**src/design/touch_pkg.sv**
```systemverilog
// Purpose: shared constants and carrier types for the resistive touch acquisition block
// Assumes: 100 MHz mclk, bias switch pins driven by analog switch drivers outside
// Notes: settle time counts are in mclk cycles, taken from the configured bias_settle_time
//
// How it works
// - wiring select input picks 4-wire or 5-wire switch and sense setups.
// - 4-wire Y: bias top sheet, sense horizontal positive terminal, other sheet floating.
// - 4-wire X: bias bottom sheet, sense top sheet through a vertical terminal.
// - every result is an unsigned 12-bit ratiometric code, full scale 4095.
// - 5-wire: bias opposite corner pairs, convert the wiper sense line.
// - 4-wire offers two contact ratio setups, first and second.
// - no contact ratio setups exist when wired for a 5-wire panel.
// - raw contact ratio codes only; host computes contact resistance.
// - wait programmed bias settle time after biasing before each conversion.
// - pen detection biases for one eighth of the settle time plus the synchroniser depth before sampling.
// - 4-wire detect: pull up horizontal positive, ground vertical negative, compare digitally.
// - 5-wire detect: pull up shared corner pin, ground top sheet via wiper.
// - pull-up resistor selectable among four settings.
// - touch sets contact present flag, interrupt if unmasked.
// - release clears contact present flag, interrupt if unmasked.
// - touch interrupts in watch mode, starts acquisition in triggered mode.
// - proximity sensing suspended while touch present, resumed after.
// - pen detection precedes conversions so no data reach host without contact.
// - after reset the block is in host driven mode and idle.
// - host driven: detect after each convert, skip if no contact, flag unchanged.
// - sequence: bias each channel for settle time, remove bias after conversion.
// - watch mode: continuous detection when up, at poll rate when down, no conversions.
package touch_pkg;
   localparam int ADC_BITS = 12;
   localparam logic [ADC_BITS-1:0] ADC_FULL = 12'hFFF; // 4095
   localparam int DLY_BITS = 16;
   localparam int RATE_BITS = 20;
   localparam int CH_NUM = 4;
   localparam int CH_BITS = 2;
   localparam int PDET_SHIFT = 3; // one eighth
   localparam int SYNC_STAGES = 3; // comparator synchroniser depth, not counting the filter register
   localparam int SW_NUM = 10;

   // switch vector bit positions
   localparam int SW_XP_REF = 0; // horizontal positive / corner bottom right to vref
   localparam int SW_XN_GND = 1; // horizontal negative / corner bottom left to gnd
   localparam int SW_YP_REF = 2; // vertical positive / corner top right to vref
   localparam int SW_YN_GND = 3; // vertical negative / corner top left to gnd
   localparam int SW_XP_PU = 4;  // pull-up on horizontal positive / corner bottom right
   localparam int SW_YN_PD = 5;  // vertical negative grounded for detection
   localparam int SW_WIP_GND = 6;// wiper grounded for detection
   localparam int SW_XN_REF = 7; // corner bottom left to vref (5-wire Y)
   localparam int SW_YP_GND = 8; // corner top right to gnd (not used by any setup)
   localparam int SW_XP_GND = 9; // ground on horizontal positive / corner bottom right (5-wire Y)

   // sense multiplexer selections
   localparam logic [1:0] SNS_XP = 2'h0;
   localparam logic [1:0] SNS_YP = 2'h1;
   localparam logic [1:0] SNS_XN = 2'h2;
   localparam logic [1:0] SNS_WIPER = 2'h3;

   // channel indexes
   localparam logic [CH_BITS-1:0] CH_X = 2'h0;
   localparam logic [CH_BITS-1:0] CH_Y = 2'h1;
   localparam logic [CH_BITS-1:0] CH_Z1 = 2'h2;
   localparam logic [CH_BITS-1:0] CH_Z2 = 2'h3;

   typedef enum logic [1:0] {MODE_HOST, MODE_WATCH, MODE_TRIG} opMode_e;

   typedef struct packed {
      logic [SW_NUM-1:0] sw;
      logic [1:0] sense;
   } panelDrive_s;

   typedef struct packed {
      logic [CH_BITS-1:0] chan;
      logic [ADC_BITS-1:0] code;
   } result_s;
endpackage

```
**src/design/panel_setup.sv**
```systemverilog
// Purpose: maps a channel or detection request to switch settings and sense select
// Assumes: purely combinational, consumer drives the result out unregistered
// Notes: unknown or disallowed setups open every switch
`timescale 1ns/1ns
module panel_setup
   import touch_pkg::*;
(
   input wire logic fiveWire,
   input wire logic active,
   input wire logic detect,
   input wire logic [CH_BITS-1:0] chan,
   output panelDrive_s drive
);
   // one decode for all setups keeps conversion and detection mutually exclusive
   always_comb begin
      drive = '0;
      if (active && detect) begin
         drive.sw[SW_XP_PU] = 1'b1;
         if (fiveWire) begin
            drive.sw[SW_WIP_GND] = 1'b1;
         end else begin
            drive.sw[SW_YN_PD] = 1'b1;
         end
      end else if (active && !fiveWire) begin
         case (chan)
            CH_Y: begin
               drive.sw[SW_YP_REF] = 1'b1;
               drive.sw[SW_YN_GND] = 1'b1;
               drive.sense = SNS_XP;
            end
            CH_X: begin
               drive.sw[SW_XP_REF] = 1'b1;
               drive.sw[SW_XN_GND] = 1'b1;
               drive.sense = SNS_YP;
            end
            CH_Z1: begin
               drive.sw[SW_YP_REF] = 1'b1;
               drive.sw[SW_XN_GND] = 1'b1;
               drive.sense = SNS_XP;
            end
            default: begin
               drive.sw[SW_YP_REF] = 1'b1;
               drive.sw[SW_XN_GND] = 1'b1;
               drive.sense = SNS_XN;
            end
         endcase
      end else if (active) begin
         case (chan)
            CH_X: begin
               drive.sw[SW_XP_REF] = 1'b1;
               drive.sw[SW_YP_REF] = 1'b1;
               drive.sw[SW_XN_GND] = 1'b1;
               drive.sw[SW_YN_GND] = 1'b1;
               drive.sense = SNS_WIPER;
            end
            CH_Y: begin
               drive.sw[SW_YP_REF] = 1'b1;
               drive.sw[SW_XN_REF] = 1'b1;
               drive.sw[SW_XP_GND] = 1'b1;
               drive.sw[SW_YN_GND] = 1'b1;
               drive.sense = SNS_WIPER;
            end
            default: begin
               drive = '0;
            end
         endcase
      end
   end
endmodule

```
**src/design/touch_acq.sv**
```systemverilog
// Purpose: sequences pen detection, bias, settle and conversion for a resistive panel
// Assumes: adc handshake on mclk; comparator arrives asynchronously from the pad
// Notes: codes are passed raw, no averaging here
`timescale 1ns/1ns
module touch_acq
   import touch_pkg::*;
(
   input wire logic mclk,
   input wire logic arst_n,
   input wire logic fiveWire,
   input wire logic [1:0] pullupSel,
   input wire logic [DLY_BITS-1:0] biasSettleTime,
   input wire logic [RATE_BITS-1:0] touchPollRate,
   input wire logic [CH_NUM-1:0] seqMask,
   input wire logic cmdHost,
   input wire logic cmdWatch,
   input wire logic cmdTrig,
   input wire logic cmdConvert,
   input wire logic [CH_NUM-1:0] convMask,
   input wire logic penCompIn,
   input wire logic [1:0] penMask,
   output logic adcStart,
   input wire logic adcDone,
   input wire logic [ADC_BITS-1:0] adcCode,
   output panelDrive_s panelDrive,
   output logic [1:0] pullupCode,
   output result_s result,
   output logic resultValid,
   output logic contactPresentFlag,
   output logic [1:0] contactEvents,
   output logic contactIrq,
   output logic proxEnable,
   output logic busy
);
   typedef enum {ST_IDLE, ST_PDET, ST_PSAMP, ST_PICK, ST_BIAS, ST_CONV, ST_WAIT} state_e;

   state_e state_r, state_nxt;
   opMode_e mode_r, mode_nxt;
   logic [CH_NUM-1:0] pend_r, pend_nxt;
   logic [CH_BITS-1:0] chan_r, chan_nxt;
   logic [DLY_BITS-1:0] cnt_r, cnt_nxt;
   logic [RATE_BITS-1:0] rate_r, rate_nxt;
   logic flag_r, flag_nxt;
   logic [1:0] evt_r, evt_nxt;
   result_s res_r, res_nxt;
   logic resV_r, resV_nxt;
   logic hostReq_r, hostReq_nxt;
   logic [2:0] comp_r;
   logic penNow_r, penNow_nxt;
   logic detect, active;
   logic [DLY_BITS-1:0] detDly;
   logic [CH_NUM-1:0] allowMask;
   panelDrive_s driveComb;

   // three-stage synchroniser; a change counts once stages two and three agree
   always_ff @(posedge mclk or negedge arst_n) begin
      if (!arst_n) begin
         comp_r <= '0;
      end else begin
         comp_r <= {comp_r[1:0], penCompIn};
      end
   end

   // filtered comparator level
   always_comb begin
      penNow_nxt = penNow_r;
      if (comp_r[1] == comp_r[2]) begin
         penNow_nxt = comp_r[2];
      end
   end

   always_ff @(posedge mclk or negedge arst_n) begin
      if (!arst_n) begin
         penNow_r <= 1'b0;
      end else begin
         penNow_r <= penNow_nxt;
      end
   end

   assign detDly = biasSettleTime >> PDET_SHIFT;
   assign detect = (state_r == ST_PDET) || (state_r == ST_PSAMP);
   assign active = detect || (state_r == ST_BIAS) || (state_r == ST_CONV);
   // contact ratio channels vanish on 5-wire panels
   assign allowMask = fiveWire ? {2'b00, 2'b11} : {CH_NUM{1'b1}};

   panel_setup uSetup (
      .fiveWire(fiveWire),
      .active(active),
      .detect(detect),
      .chan(chan_r),
      .drive(driveComb)
   );

   // sequencer next state
   always_comb begin
      state_nxt = state_r;
      mode_nxt = mode_r;
      pend_nxt = pend_r;
      chan_nxt = chan_r;
      cnt_nxt = cnt_r;
      rate_nxt = rate_r;
      flag_nxt = flag_r;
      evt_nxt = '0;
      res_nxt = res_r;
      resV_nxt = 1'b0;
      hostReq_nxt = hostReq_r;
      if (cmdHost) begin
         mode_nxt = MODE_HOST;
      end else if (cmdWatch) begin
         mode_nxt = MODE_WATCH;
      end else if (cmdTrig) begin
         mode_nxt = MODE_TRIG;
      end
      if (rate_r != '0) begin
         rate_nxt = rate_r - 1'b1;
      end
      case (state_r)
         ST_IDLE: begin
            cnt_nxt = '0;
            if (mode_r == MODE_HOST && cmdConvert && (convMask & allowMask) != '0) begin
               pend_nxt = convMask & allowMask;
               hostReq_nxt = 1'b1;
               state_nxt = ST_PDET;
            end else if (mode_r != MODE_HOST && (!flag_r || rate_r == '0)) begin
               hostReq_nxt = 1'b0;
               state_nxt = ST_PDET;
            end
         end
         ST_PDET: begin
            cnt_nxt = cnt_r + 1'b1;
            // also wait out the synchroniser, else a short bias judges the level of the last check
            if (cnt_r >= detDly + DLY_BITS'(SYNC_STAGES)) begin
               state_nxt = ST_PSAMP;
            end
         end
         ST_PSAMP: begin
            // one cycle with switches still set lets the filtered level settle in
            cnt_nxt = '0;
            rate_nxt = touchPollRate;
            state_nxt = ST_IDLE;
            if (hostReq_r) begin
               hostReq_nxt = 1'b0;
               if (penNow_r) begin
                  state_nxt = ST_PICK;
               end else begin
                  pend_nxt = '0;
               end
            end else begin
               if (penNow_r != flag_r) begin
                  flag_nxt = penNow_r;
                  evt_nxt = {!penNow_r, penNow_r};
               end
               if (mode_r == MODE_TRIG && penNow_r) begin
                  pend_nxt = seqMask & allowMask;
                  state_nxt = ST_PICK;
               end
            end
         end
         ST_PICK: begin
            state_nxt = ST_IDLE;
            for (int i = CH_NUM - 1; i >= 0; i--) begin
               if (pend_r[i]) begin
                  chan_nxt = CH_BITS'(i);
                  state_nxt = ST_BIAS;
               end
            end
         end
         ST_BIAS: begin
            cnt_nxt = cnt_r + 1'b1;
            if (cnt_r >= biasSettleTime) begin
               state_nxt = ST_CONV;
            end
         end
         ST_CONV: begin
            if (adcDone) begin
               res_nxt.chan = chan_r;
               res_nxt.code = adcCode;
               resV_nxt = 1'b1;
               pend_nxt[chan_r] = 1'b0;
               cnt_nxt = '0;
               state_nxt = ST_WAIT;
            end
         end
         ST_WAIT: begin
            // bias is off for two cycles between channels, here and in ST_PICK
            state_nxt = ST_PICK;
         end
         default: begin
            state_nxt = ST_IDLE;
         end
      endcase
      if (cmdHost || cmdWatch || cmdTrig) begin
         state_nxt = ST_IDLE;
         pend_nxt = '0;
         hostReq_nxt = 1'b0;
      end
   end

   always_ff @(posedge mclk or negedge arst_n) begin
      if (!arst_n) begin
         state_r <= ST_IDLE;
         mode_r <= MODE_HOST;
         pend_r <= '0;
         chan_r <= CH_X;
         cnt_r <= '0;
         rate_r <= '0;
         flag_r <= 1'b0;
         evt_r <= '0;
         res_r <= '0;
         resV_r <= 1'b0;
         hostReq_r <= 1'b0;
      end else begin
         state_r <= state_nxt;
         mode_r <= mode_nxt;
         pend_r <= pend_nxt;
         chan_r <= chan_nxt;
         cnt_r <= cnt_nxt;
         rate_r <= rate_nxt;
         flag_r <= flag_nxt;
         evt_r <= evt_nxt;
         res_r <= res_nxt;
         resV_r <= resV_nxt;
         hostReq_r <= hostReq_nxt;
      end
   end

   // outputs; switches follow registered state so they open with the idle state
   assign panelDrive = driveComb;
   assign pullupCode = pullupSel;
   assign adcStart = (state_r == ST_CONV);
   assign result = res_r;
   assign resultValid = resV_r;
   assign contactPresentFlag = flag_r;
   assign contactEvents = evt_r;
   // interrupt pulse only in watch mode; trig mode starts acquisition instead
   assign contactIrq = (mode_r == MODE_WATCH) && ((evt_r & penMask) != '0);
   assign proxEnable = !flag_r;
   assign busy = (state_r != ST_IDLE);
endmodule

```
**config.mk**
```make
export PLATFORM = sky130hd
export DESIGN_NAME = touch_acq
export DESIGN_NICKNAME = d
export VERILOG_FILES = /design/src/design/touch_pkg.sv /design/src/design/panel_setup.sv /design/src/design/touch_acq.sv
export SDC_FILE = /design/constraint.sdc
export NUM_CORES = 1
export LEC_CHECK = 0
export BUFFER_PORTS_ARGS = -buffer_cell sky130_fd_sc_hd__clkbuf_2
export CORE_ASPECT_RATIO = 1.75
export CORE_UTILIZATION = 30
export CTS_CLUSTER_DIAMETER = 50
export DETAILED_ROUTE_END_ITERATION = 10
export HOLD_SLACK_MARGIN = 0.03
export MAX_ROUTING_LAYER = met4
export SLEW_MARGIN = 20
export SYNTH_ARGS = -nofsm -noshare
export SYNTH_HDL_FRONTEND = slang
export SYNTH_SLANG_ARGS = --single-unit
```
**constraint.sdc**
```tcl
create_clock -name mclk -period 6.3 [get_ports mclk]
set_input_delay 0.945 -clock mclk [delete_from_list [all_inputs] [get_ports mclk]]
set_output_delay 0.945 -clock mclk [all_outputs]
set_load 0.01 [all_outputs]
```
==> impl_results.md, run 1 <==
- Count of pins over their slew limit: 0
- Post-detailed-route wirelength per cell: about 15 um
- Worst Clk Skew: 0.00569 ns
- Initial Util: a little under a third
- EDFF count, synth: 0
- Maximum net fanout on the critical path: 4
- DRC violation count after routing: 0
- Proportion of power drawn by the clock network: 38.1%
- All-layer global routing usage: roughly 16%
- Post-synthesis share of cell area spent on full adders, half adders and majority gates: about a tenth
- Number of endpoints failing setup at the final stage: 0
- Start-to-end type of the worst setup path: input port to flip-flop
- Die Span Y: 165 um
- Launching element type of the critical path: input port
- Share of synthesized area spent on multiplexers: approximately 6.1%
- Nets@finish: 693
- Number of antenna diodes: 0
- Fin Setup TNS: 0 ns
- Average cell area after synthesis: 9.03 um^2
- Most used DFF post-synth: sky130_fd_sc_hd__dfrtp_1
- Worst-Skew Late Latency: between 0.3 and 0.4 ns
- Post-CTS Hold Buffers: 0
- Area used by sequential logic in the layout: ~0.0018 mm^2
- XOR/XNOR share of the synthesized area: roughly 7.5%
- Simple-gate share of the synthesized area: around a fifth
- Worst Max-Slew Pin Slew: 0.924 ns
- WP data arrival: 3.59 ns
- Postcts setup bufs: 0
- Synth cell count leaders: 70 x sky130_fd_sc_hd__dfrtp_1, 47 x sky130_fd_sc_hd__nand2_1, 45 x sky130_fd_sc_hd__nor2_1
- Initial antenna violation count: 0
- Multi-input logic area: 0.00257 mm^2
- Ranking of synthesized cells by area: sky130_fd_sc_hd__dfrtp_1 39%, sky130_fd_sc_hd__ha_1 9.6%, sky130_fd_sc_hd__xnor2_1 5.8%
- Via count: just under 4,000
- First-pass GRT wire length: between 15 and 20 mm
- Number of flip-flops and latches in the synthesized netlist: 70
- Minimum clock period after layout: about 3.4 ns
- I/O pins: around 110
- Most frequent cell after synthesis: sky130_fd_sc_hd__dfrtp_1
- Grt total ovfl: 0
- Crit path capture type: flip-flop
- Core area: 0.0148 mm^2
- Syn nets: around 610
- Run status: complete, no violations
- Row count: 59
- Synth Area in Compound Gates: 11.8%
- Sequential share of the synthesized area: 38.6%
- Number of hold-slack violations in the final timing report: 0
- DP HPWL: 9.36 mm
- Setup repair after global routing missed its margin: no
- Crit-path max cell delay: 0.34 ns
- Async set or reset register ratio after synthesis: 100%
- Portion of synthesized cell area occupied by the leading cell type: 38.6%
- Clock net sink count: 70
- Initial DRC count: about 120
- Switching Fraction: 28.0%
- Worst min-delay path category: flip-flop to flip-flop
- Main combinational cell family by area after synthesis: simple AND/OR/NAND/NOR gates
- Cell-internal power: about 0.9 mW
- VDD IR-drop max: approximately 0.0001 V
- Maximum number of pins on one net before global-route repair: roughly 70
- Post-CTS Resized: 0
- Routed vias/inst: roughly 5
- Part of the total power dissipated in combinational logic: around 16%
- Most Frequent Cell on Critical Path: sky130_fd_sc_hd__nand3_1
- Wire length after detailed routing: about 12 mm
- Power Density: between 200 and 250 mW/mm^2
- P_sw: 0.350 mW
- Total die area: 0.0157 mm^2
- Normalized max-slew margin: between 30% and 40%
- TritonRoute pass-1 iters: 4
- Required time of the worst setup path: around 6.5 ns
- Slowest library cell on the worst path: sky130_fd_sc_hd__mux2_2
- Die W: ~95 um
- RePlAce Congestion: around 0.89
- Buffer cell driving the clock tree root: sky130_fd_sc_hd__clkbuf_16
- Area of the mapped netlist: 0.00454 mm^2
- Buffer depth of the longest clock path: 2
- Clock-pin slew of the registers on the worst-case setup and hold paths: about 0.06 ns
- Vias in the first global route: between 4,000 and 5,000
- Post-synth top area cell: sky130_fd_sc_hd__dfrtp_1
- Cell count after synthesis: about 500
- Sequence of cells on the critical path: clkbuf_2, nand3_1, a21o_1, nor2_1, nand3_1, xnor2_1, ha_1, a41oi_1, o21ai_0, a211o_1, a31oi_1, a311o_1, o21bai_1, mux2_2
- TritonCTS clock tree: done
- Share of the clock period used by the worst path after layout: between 50% and 60%
- Unique cell type count in the Yosys netlist: 56
- Number of buffers created by CTS: 9
- Count of input and output buffers: 99
- Reported max-cap violation count: 0
- Leakage: ~2.5 nW
- Maximum level of the CTS H-tree: 3
- Total power of the final layout: between 1 and 1.5 mW
- Area added between synthesis and finish: 19.8%
- Proportion of power drawn by flip-flops and latches: about 46%
- Fraction of layout instances using a drive strength above 1: about a quarter
- Number of nets with antenna violations after routing: 0
- Fillers: around 1,500
- Number of warnings issued by yosys: 0
- Highest clock rate: about 0.30 GHz
cells in the final DEF, fill, tap and decap left out, types with 12 or more instances in the layout:
| cell type | instances |
|---|---|
| sky130_fd_sc_hd__dfrtp_1 | 70 |
| sky130_fd_sc_hd__mux2_2 | 21 |
| sky130_fd_sc_hd__nor2_1 | 45 |
| sky130_fd_sc_hd__nand3_1 | 12 |
| sky130_fd_sc_hd__nand2_1 | 47 |
| sky130_fd_sc_hd__a21oi_1 | 26 |
| sky130_fd_sc_hd__o21ai_0 | 26 |
| sky130_fd_sc_hd__nor3_1 | 27 |
| sky130_fd_sc_hd__clkbuf_2 | 98 |
| sky130_fd_sc_hd__xnor2_1 | 30 |
| sky130_fd_sc_hd__ha_1 | 35 |
| sky130_fd_sc_hd__inv_1 | 28 |
final timing paths:
| path | slack, ns | startpoint | end | cells after the start |
|---|---|---|---|---|
| max | 2.93 | biasSettleTime[5] | state_r[0]$_DFFE_PN0P_ | 14 |
| min | 0.36 | comp_r[0]$_DFF_PN0_ | comp_r[1]$_DFF_PN0_ | 0 |
| max reg2reg | 3.37 | state_r[2]$_DFFE_PN0P_ | pend_r[2]$_DFFE_PN0P_ | 6 |
| min reg2reg | 0.36 | comp_r[0]$_DFF_PN0_ | comp_r[1]$_DFF_PN0_ | 0 |
| max in group asynchronous | 4.86 | arst_n | comp_r[0]$_DFF_PN0_ | 2 |
| min in group asynchronous | 0.81 | arst_n | rate_r[14]$_DFFE_PN0P_ | 2 |
logic make-up (layout without fill, tap and decap cells):
group | count (synthesis) | count (layout)
other | 1 | 1
adders and majority gates | 36 | 36
AOI/OAI and AO/OA | 87 | 87
DFF | 70 | 70
and+or+nand+nor | 192 | 192
buffers and inverters | 53 | 142
muxes | 25 | 25
xor gates and xnor gates | 39 | 39
critical path: cells and delay by family:
family	cells	cell delay, ns
mux	1	0.34
xor+xnor	1	0.14
compound gates	7	1.26
buf+inv	1	0.12
simple gates	3	0.47
fa+ha+maj	1	0.31
state kept, by name, summed over array words and instances (netlist names):
name and flops:
resultValid 1, cnt_r 16, contactEvents 2, pend_r 4, rate_r 20, hostReq_r 1, chan_r 2, mode_r 2
comp_r 3, state_r 3, penNow_r 1, result 14, contactPresentFlag 1
final cells by class:
type | count | share of cell area [%]
multi-input cells | 380 | 47.3
flip-flops and latches | 70 | 32.2
repair buffers | 100 | 9.25
clock buffers | 13 | 4.97
well taps | 183 | 4.21
inverters | 28 | 1.93
clock inverters | 1 | 0.0920
per-layer routing:
layer  GRT usage (%)  vias to the layer above  wire [um]
met4            8.06                        0        460
li1                -                     1938          -
met3            3.08                       30        496
met1            16.7                     1889       4530
met5               -                        -          0
met2            29.8                      116       6360
power by group through the flow:
| stage | clock network [mW] | registers, mW | logic [mW] |
|---|---|---|---|
| floorplan | 0 | 0.559 | 0.144 |
| global placement | 0 | 0.576 | 0.193 |
| detailed placement | 0 | 0.580 | 0.202 |
| CTS | 0.490 | 0.573 | 0.204 |
| global route | 0.508 | 0.583 | 0.229 |
| finish | 0.476 | 0.573 | 0.200 |
stage by stage:
stage	instances	hold slack, ns	worst slack, ns	cell area (um^2)	utilization (%)
floorplan	503	0.331	2.96	4540	-
global placement	761	0.349	2.67	5160	34.8
detailed placement	761	0.354	2.60	5160	34.8
CTS	775	0.374	2.95	5440	36.6
global route	775	0.373	2.67	5440	36.7
finish	775	0.361	2.93	5440	36.7
No activity file was read; power rests on OpenSTA's default activity.
==> run 2, diff against run 1 <==
==> constraint.sdc (replaced) <==
create_clock -name mclk -period 3 [get_ports mclk]
set_input_delay 0.45 -clock mclk [delete_from_list [all_inputs] [get_ports mclk]]
set_output_delay 0.45 -clock mclk [all_outputs]
set_load 0.01 [all_outputs]
==> run 2 against run 1 <==
Against the previous run: setup slack worse by 2.8 ns; global-route usage increased by 0.10 points; highest routed layer unchanged; largest power group unchanged; total power is 110% higher; critical path depth did not move; flip-flop and latch count stayed put; count of clock-buffer cells in the layout is 3 lower; final area grew 2.2%.
==> impl_results.md, run 2 (synthesis results as in run 1) <==
- TritonRoute pass-1 iters: 4 (unchanged)
- Total power of the final layout: 2.60 mW (+110%)
- RePlAce Congestion: 0.888 (-0.44%)
- Number of endpoints failing setup at the final stage: 0 (unchanged)
- Sequence of cells on the critical path: clkbuf_2, nand3_1, a21o_1, nor2_1, nand3_1, xnor2_1, ha_1, a41oi_1, o21ai_0, a211o_1, a31oi_1, a311o_1, o21bai_1, mux2_2
- Launching element type of the critical path: input port
- Power Density: 468 mW/mm^2 (+100%)
- Maximum number of pins on one net before global-route repair: 36 (-49%)
- Total die area: 0.0157 mm^2 (unchanged)
- Die Span Y: 165 um (unchanged)
- Slowest library cell on the worst path: sky130_fd_sc_hd__mux2_2
- Grt total ovfl: 0 (unchanged)
- Buffering stage count on the worst path with inverters included: 1 (unchanged)
- Worst min-delay path category: input port to flip-flop
- Fraction of layout instances using a drive strength above 1: 26.1% (+2.1 points)
- Wire length after detailed routing: 12.1 mm (+2.0%)
- Worst Hold Path Cells: 1 (+1)
- Minimum clock period after layout: between 2 and 3 ns
- I/O pins: 105 (unchanged)
- Normalized max-slew margin: 55.5% (+17 points)
- Number of hold-slack violations in the final timing report: 0 (unchanged)
- Buffer cell driving the clock tree root: sky130_fd_sc_hd__clkbuf_16
- Start-to-end type of the worst setup path: input port to flip-flop
- Clock-pin slew of the registers on the worst-case setup and hold paths: 0.06 ns (about the same)
- Nets@finish: 709 (+2.3%)
- Count of pins over their slew limit: 0 (unchanged)
- DRC violation count after routing: 0 (unchanged)
- Routed vias/inst: 5.03 (-2.0%)
- Worst-case reg-to-reg path depth: 8 (+2)
- Most Frequent Cell on Critical Path: sky130_fd_sc_hd__nand3_1
- Hold slack final: 0.227 ns (-0.134 ns)
- Initial antenna violation count: 0 (unchanged)
- Via count: 3,985 (+0.30%)
- Share of the clock period used by the worst path after layout: a little over nine tenths
- Leakage: 2.59 nW (+2.7%)
- Maximum net fanout on the critical path: 3 (-1)
- Hold EP: comp_r[0]$_DFF_PN0_
- WP data arrival: 3.04 ns (-0.55 ns)
- Number of flip-flops under the largest register name: 20 (unchanged)
- Required time of the worst setup path: 3.22 ns (-3.30 ns)
- Initial Util: 30.6% (unchanged)
- Critical R2R Capture: state_r[0]$_DFFE_PN0P_
- Worst r2r src: rate_r[0]$_DFFE_PN0P_
- Vias in the first global route: 3,987 (-2.5%)
- Row count: 59 (unchanged)
- Worst Max-Slew Pin Slew: 0.661 ns (-0.262 ns)
- Setup repair after global routing missed its margin: no
- Highest clock rate: about 0.35 GHz
- Startpoint of the most critical hold path: penCompIn
- Number of antenna diodes: 0 (unchanged)
- Crit-path max cell delay: 0.36 ns (+0.02 ns)
- Area added between synthesis and finish: 22.4%
- Crit-path leading delay family: compound AO/OA/AOI/OAI gates
- VDD IR-drop max: 0.000287 V (+200%)
- Top library cells by usage in the layout, fill and taps aside: 98 x sky130_fd_sc_hd__clkbuf_2, 70 x sky130_fd_sc_hd__dfrtp_1, 47 x sky130_fd_sc_hd__nand2_1, 45 x sky130_fd_sc_hd__nor2_1, 35 x sky130_fd_sc_hd__ha_1
- Die W: 95 um (unchanged)
- First-pass GRT wire length: 19.3 mm (+0.68%)
- Fin worst setup slack: 0.176 ns (-2.76 ns)
- Post-detailed-route wirelength per cell: 15.2 um (-0.35%)
- Number of buffers created by CTS: 9 (unchanged)
- Maximum level of the CTS H-tree: 3 (unchanged)
- DP HPWL: 9.73 mm (+3.9%)
- Post-placement worst setup slack: -0.188 ns (-2.79 ns)
- Number of nets with antenna violations after routing: 0 (unchanged)
- TritonCTS clock tree: done
- Flop-to-flop setup slack: 0.44 ns (-2.93 ns)
- Count of input and output buffers: 99 (unchanged)
- Crit path capture type: flip-flop
- Buffer depth of the longest clock path: 2 (unchanged)
- Fillers: 1,499 (-1.4%)
- Top register by number of flip-flops: rate_r
- Most common cell after layout, fill and taps aside: sky130_fd_sc_hd__clkbuf_2
- Clock net sink count: 70 (unchanged)
- Reported max-cap violation count: 0 (unchanged)
- All-layer global routing usage: 16.6% (+0.10 points)
- Worst-Skew Late Latency: 0.33 ns (about the same)
- Core area: 0.0148 mm^2 (unchanged)
- Initial DRC count: 164 (+34%)
- Worst Clk Skew: 0.00660 ns (+0.000906 ns)
- Run status: complete, no violations
run 2: layout make-up:
type	instances	area, um^2	share of cell area [%]
Inverter	28	105	1.89
Timing Repair Buffer	116	626	11.3
Clock buffer	10	229	4.12
Multi-Input combinational cell	380	2580	46.4
Sequential cell	70	1750	31.5
Clock inverter	6	38.8	0.698
Tap cell	183	229	4.12
run 2: metrics by stage:
step                TNS (ns)  util (%)  instance area, um^2  cells
floorplan                  0         -                 4540    503
global placement     -0.0517      35.6                 5280    776
detailed placement    -0.188      35.6                 5280    776
CTS                        0      37.4                 5550    793
global route               0      37.5                 5560    793
finish                     0      37.5                 5560    793
run 2: worst max path at each step:
stage,cells after the start,startpoint,end
6_report,14,biasSettleTime[5],state_r[0]$_DFFE_PN0P_
5_1_grt,14,biasSettleTime[3],state_r[0]$_DFFE_PN0P_
4_1_cts,14,biasSettleTime[3],state_r[0]$_DFFE_PN0P_
3_5_place_dp,14,biasSettleTime[3],state_r[0]$_DFFE_PN0P_
3_3_place_gp,14,biasSettleTime[3],state_r[0]$_DFFE_PN0P_
2_1_floorplan,13,biasSettleTime[5],state_r[0]$_DFFE_PN0P_
run 2: repair_timing:
| item | CTS | global route |
|---|---|---|
| hold buffers | 1 | 0 |
| gates resized for setup | 0 | 1 |
| setup endpoints to repair | 0 | 1 |
| hold endpoints to repair | 9 | 0 |
| setup buffers | 0 | 0 |
run 2: worst register-to-register path: cells and delay by family, from the launching register on:
family	cells	cell delay, ns
flip-flops	1	0.39
AO/OA/AOI/OAI	2	0.58
AND/OR/NAND/NOR	3	0.93
multiplexers	1	0.29
buffers and inverters	1	0.10
adder cells (fa/ha/maj)	1	0.16
run 2: metal layers:
| layer | wire length (um) | vias up | track usage, % |
|---|---|---|---|
| li1 | - | 1967 | - |
| met1 | 4730 | 1877 | 17.2 |
| met2 | 6410 | 112 | 29.1 |
| met3 | 501 | 29 | 3.45 |
| met4 | 432 | 0 | 8.33 |
| met5 | 0 | - | - |
run 2: where the power goes:
group	switching (mW)	internal (mW)
logic	0.217	0.217
registers	0.138	1.06
clock network	0.408	0.556
total	0.762	1.84
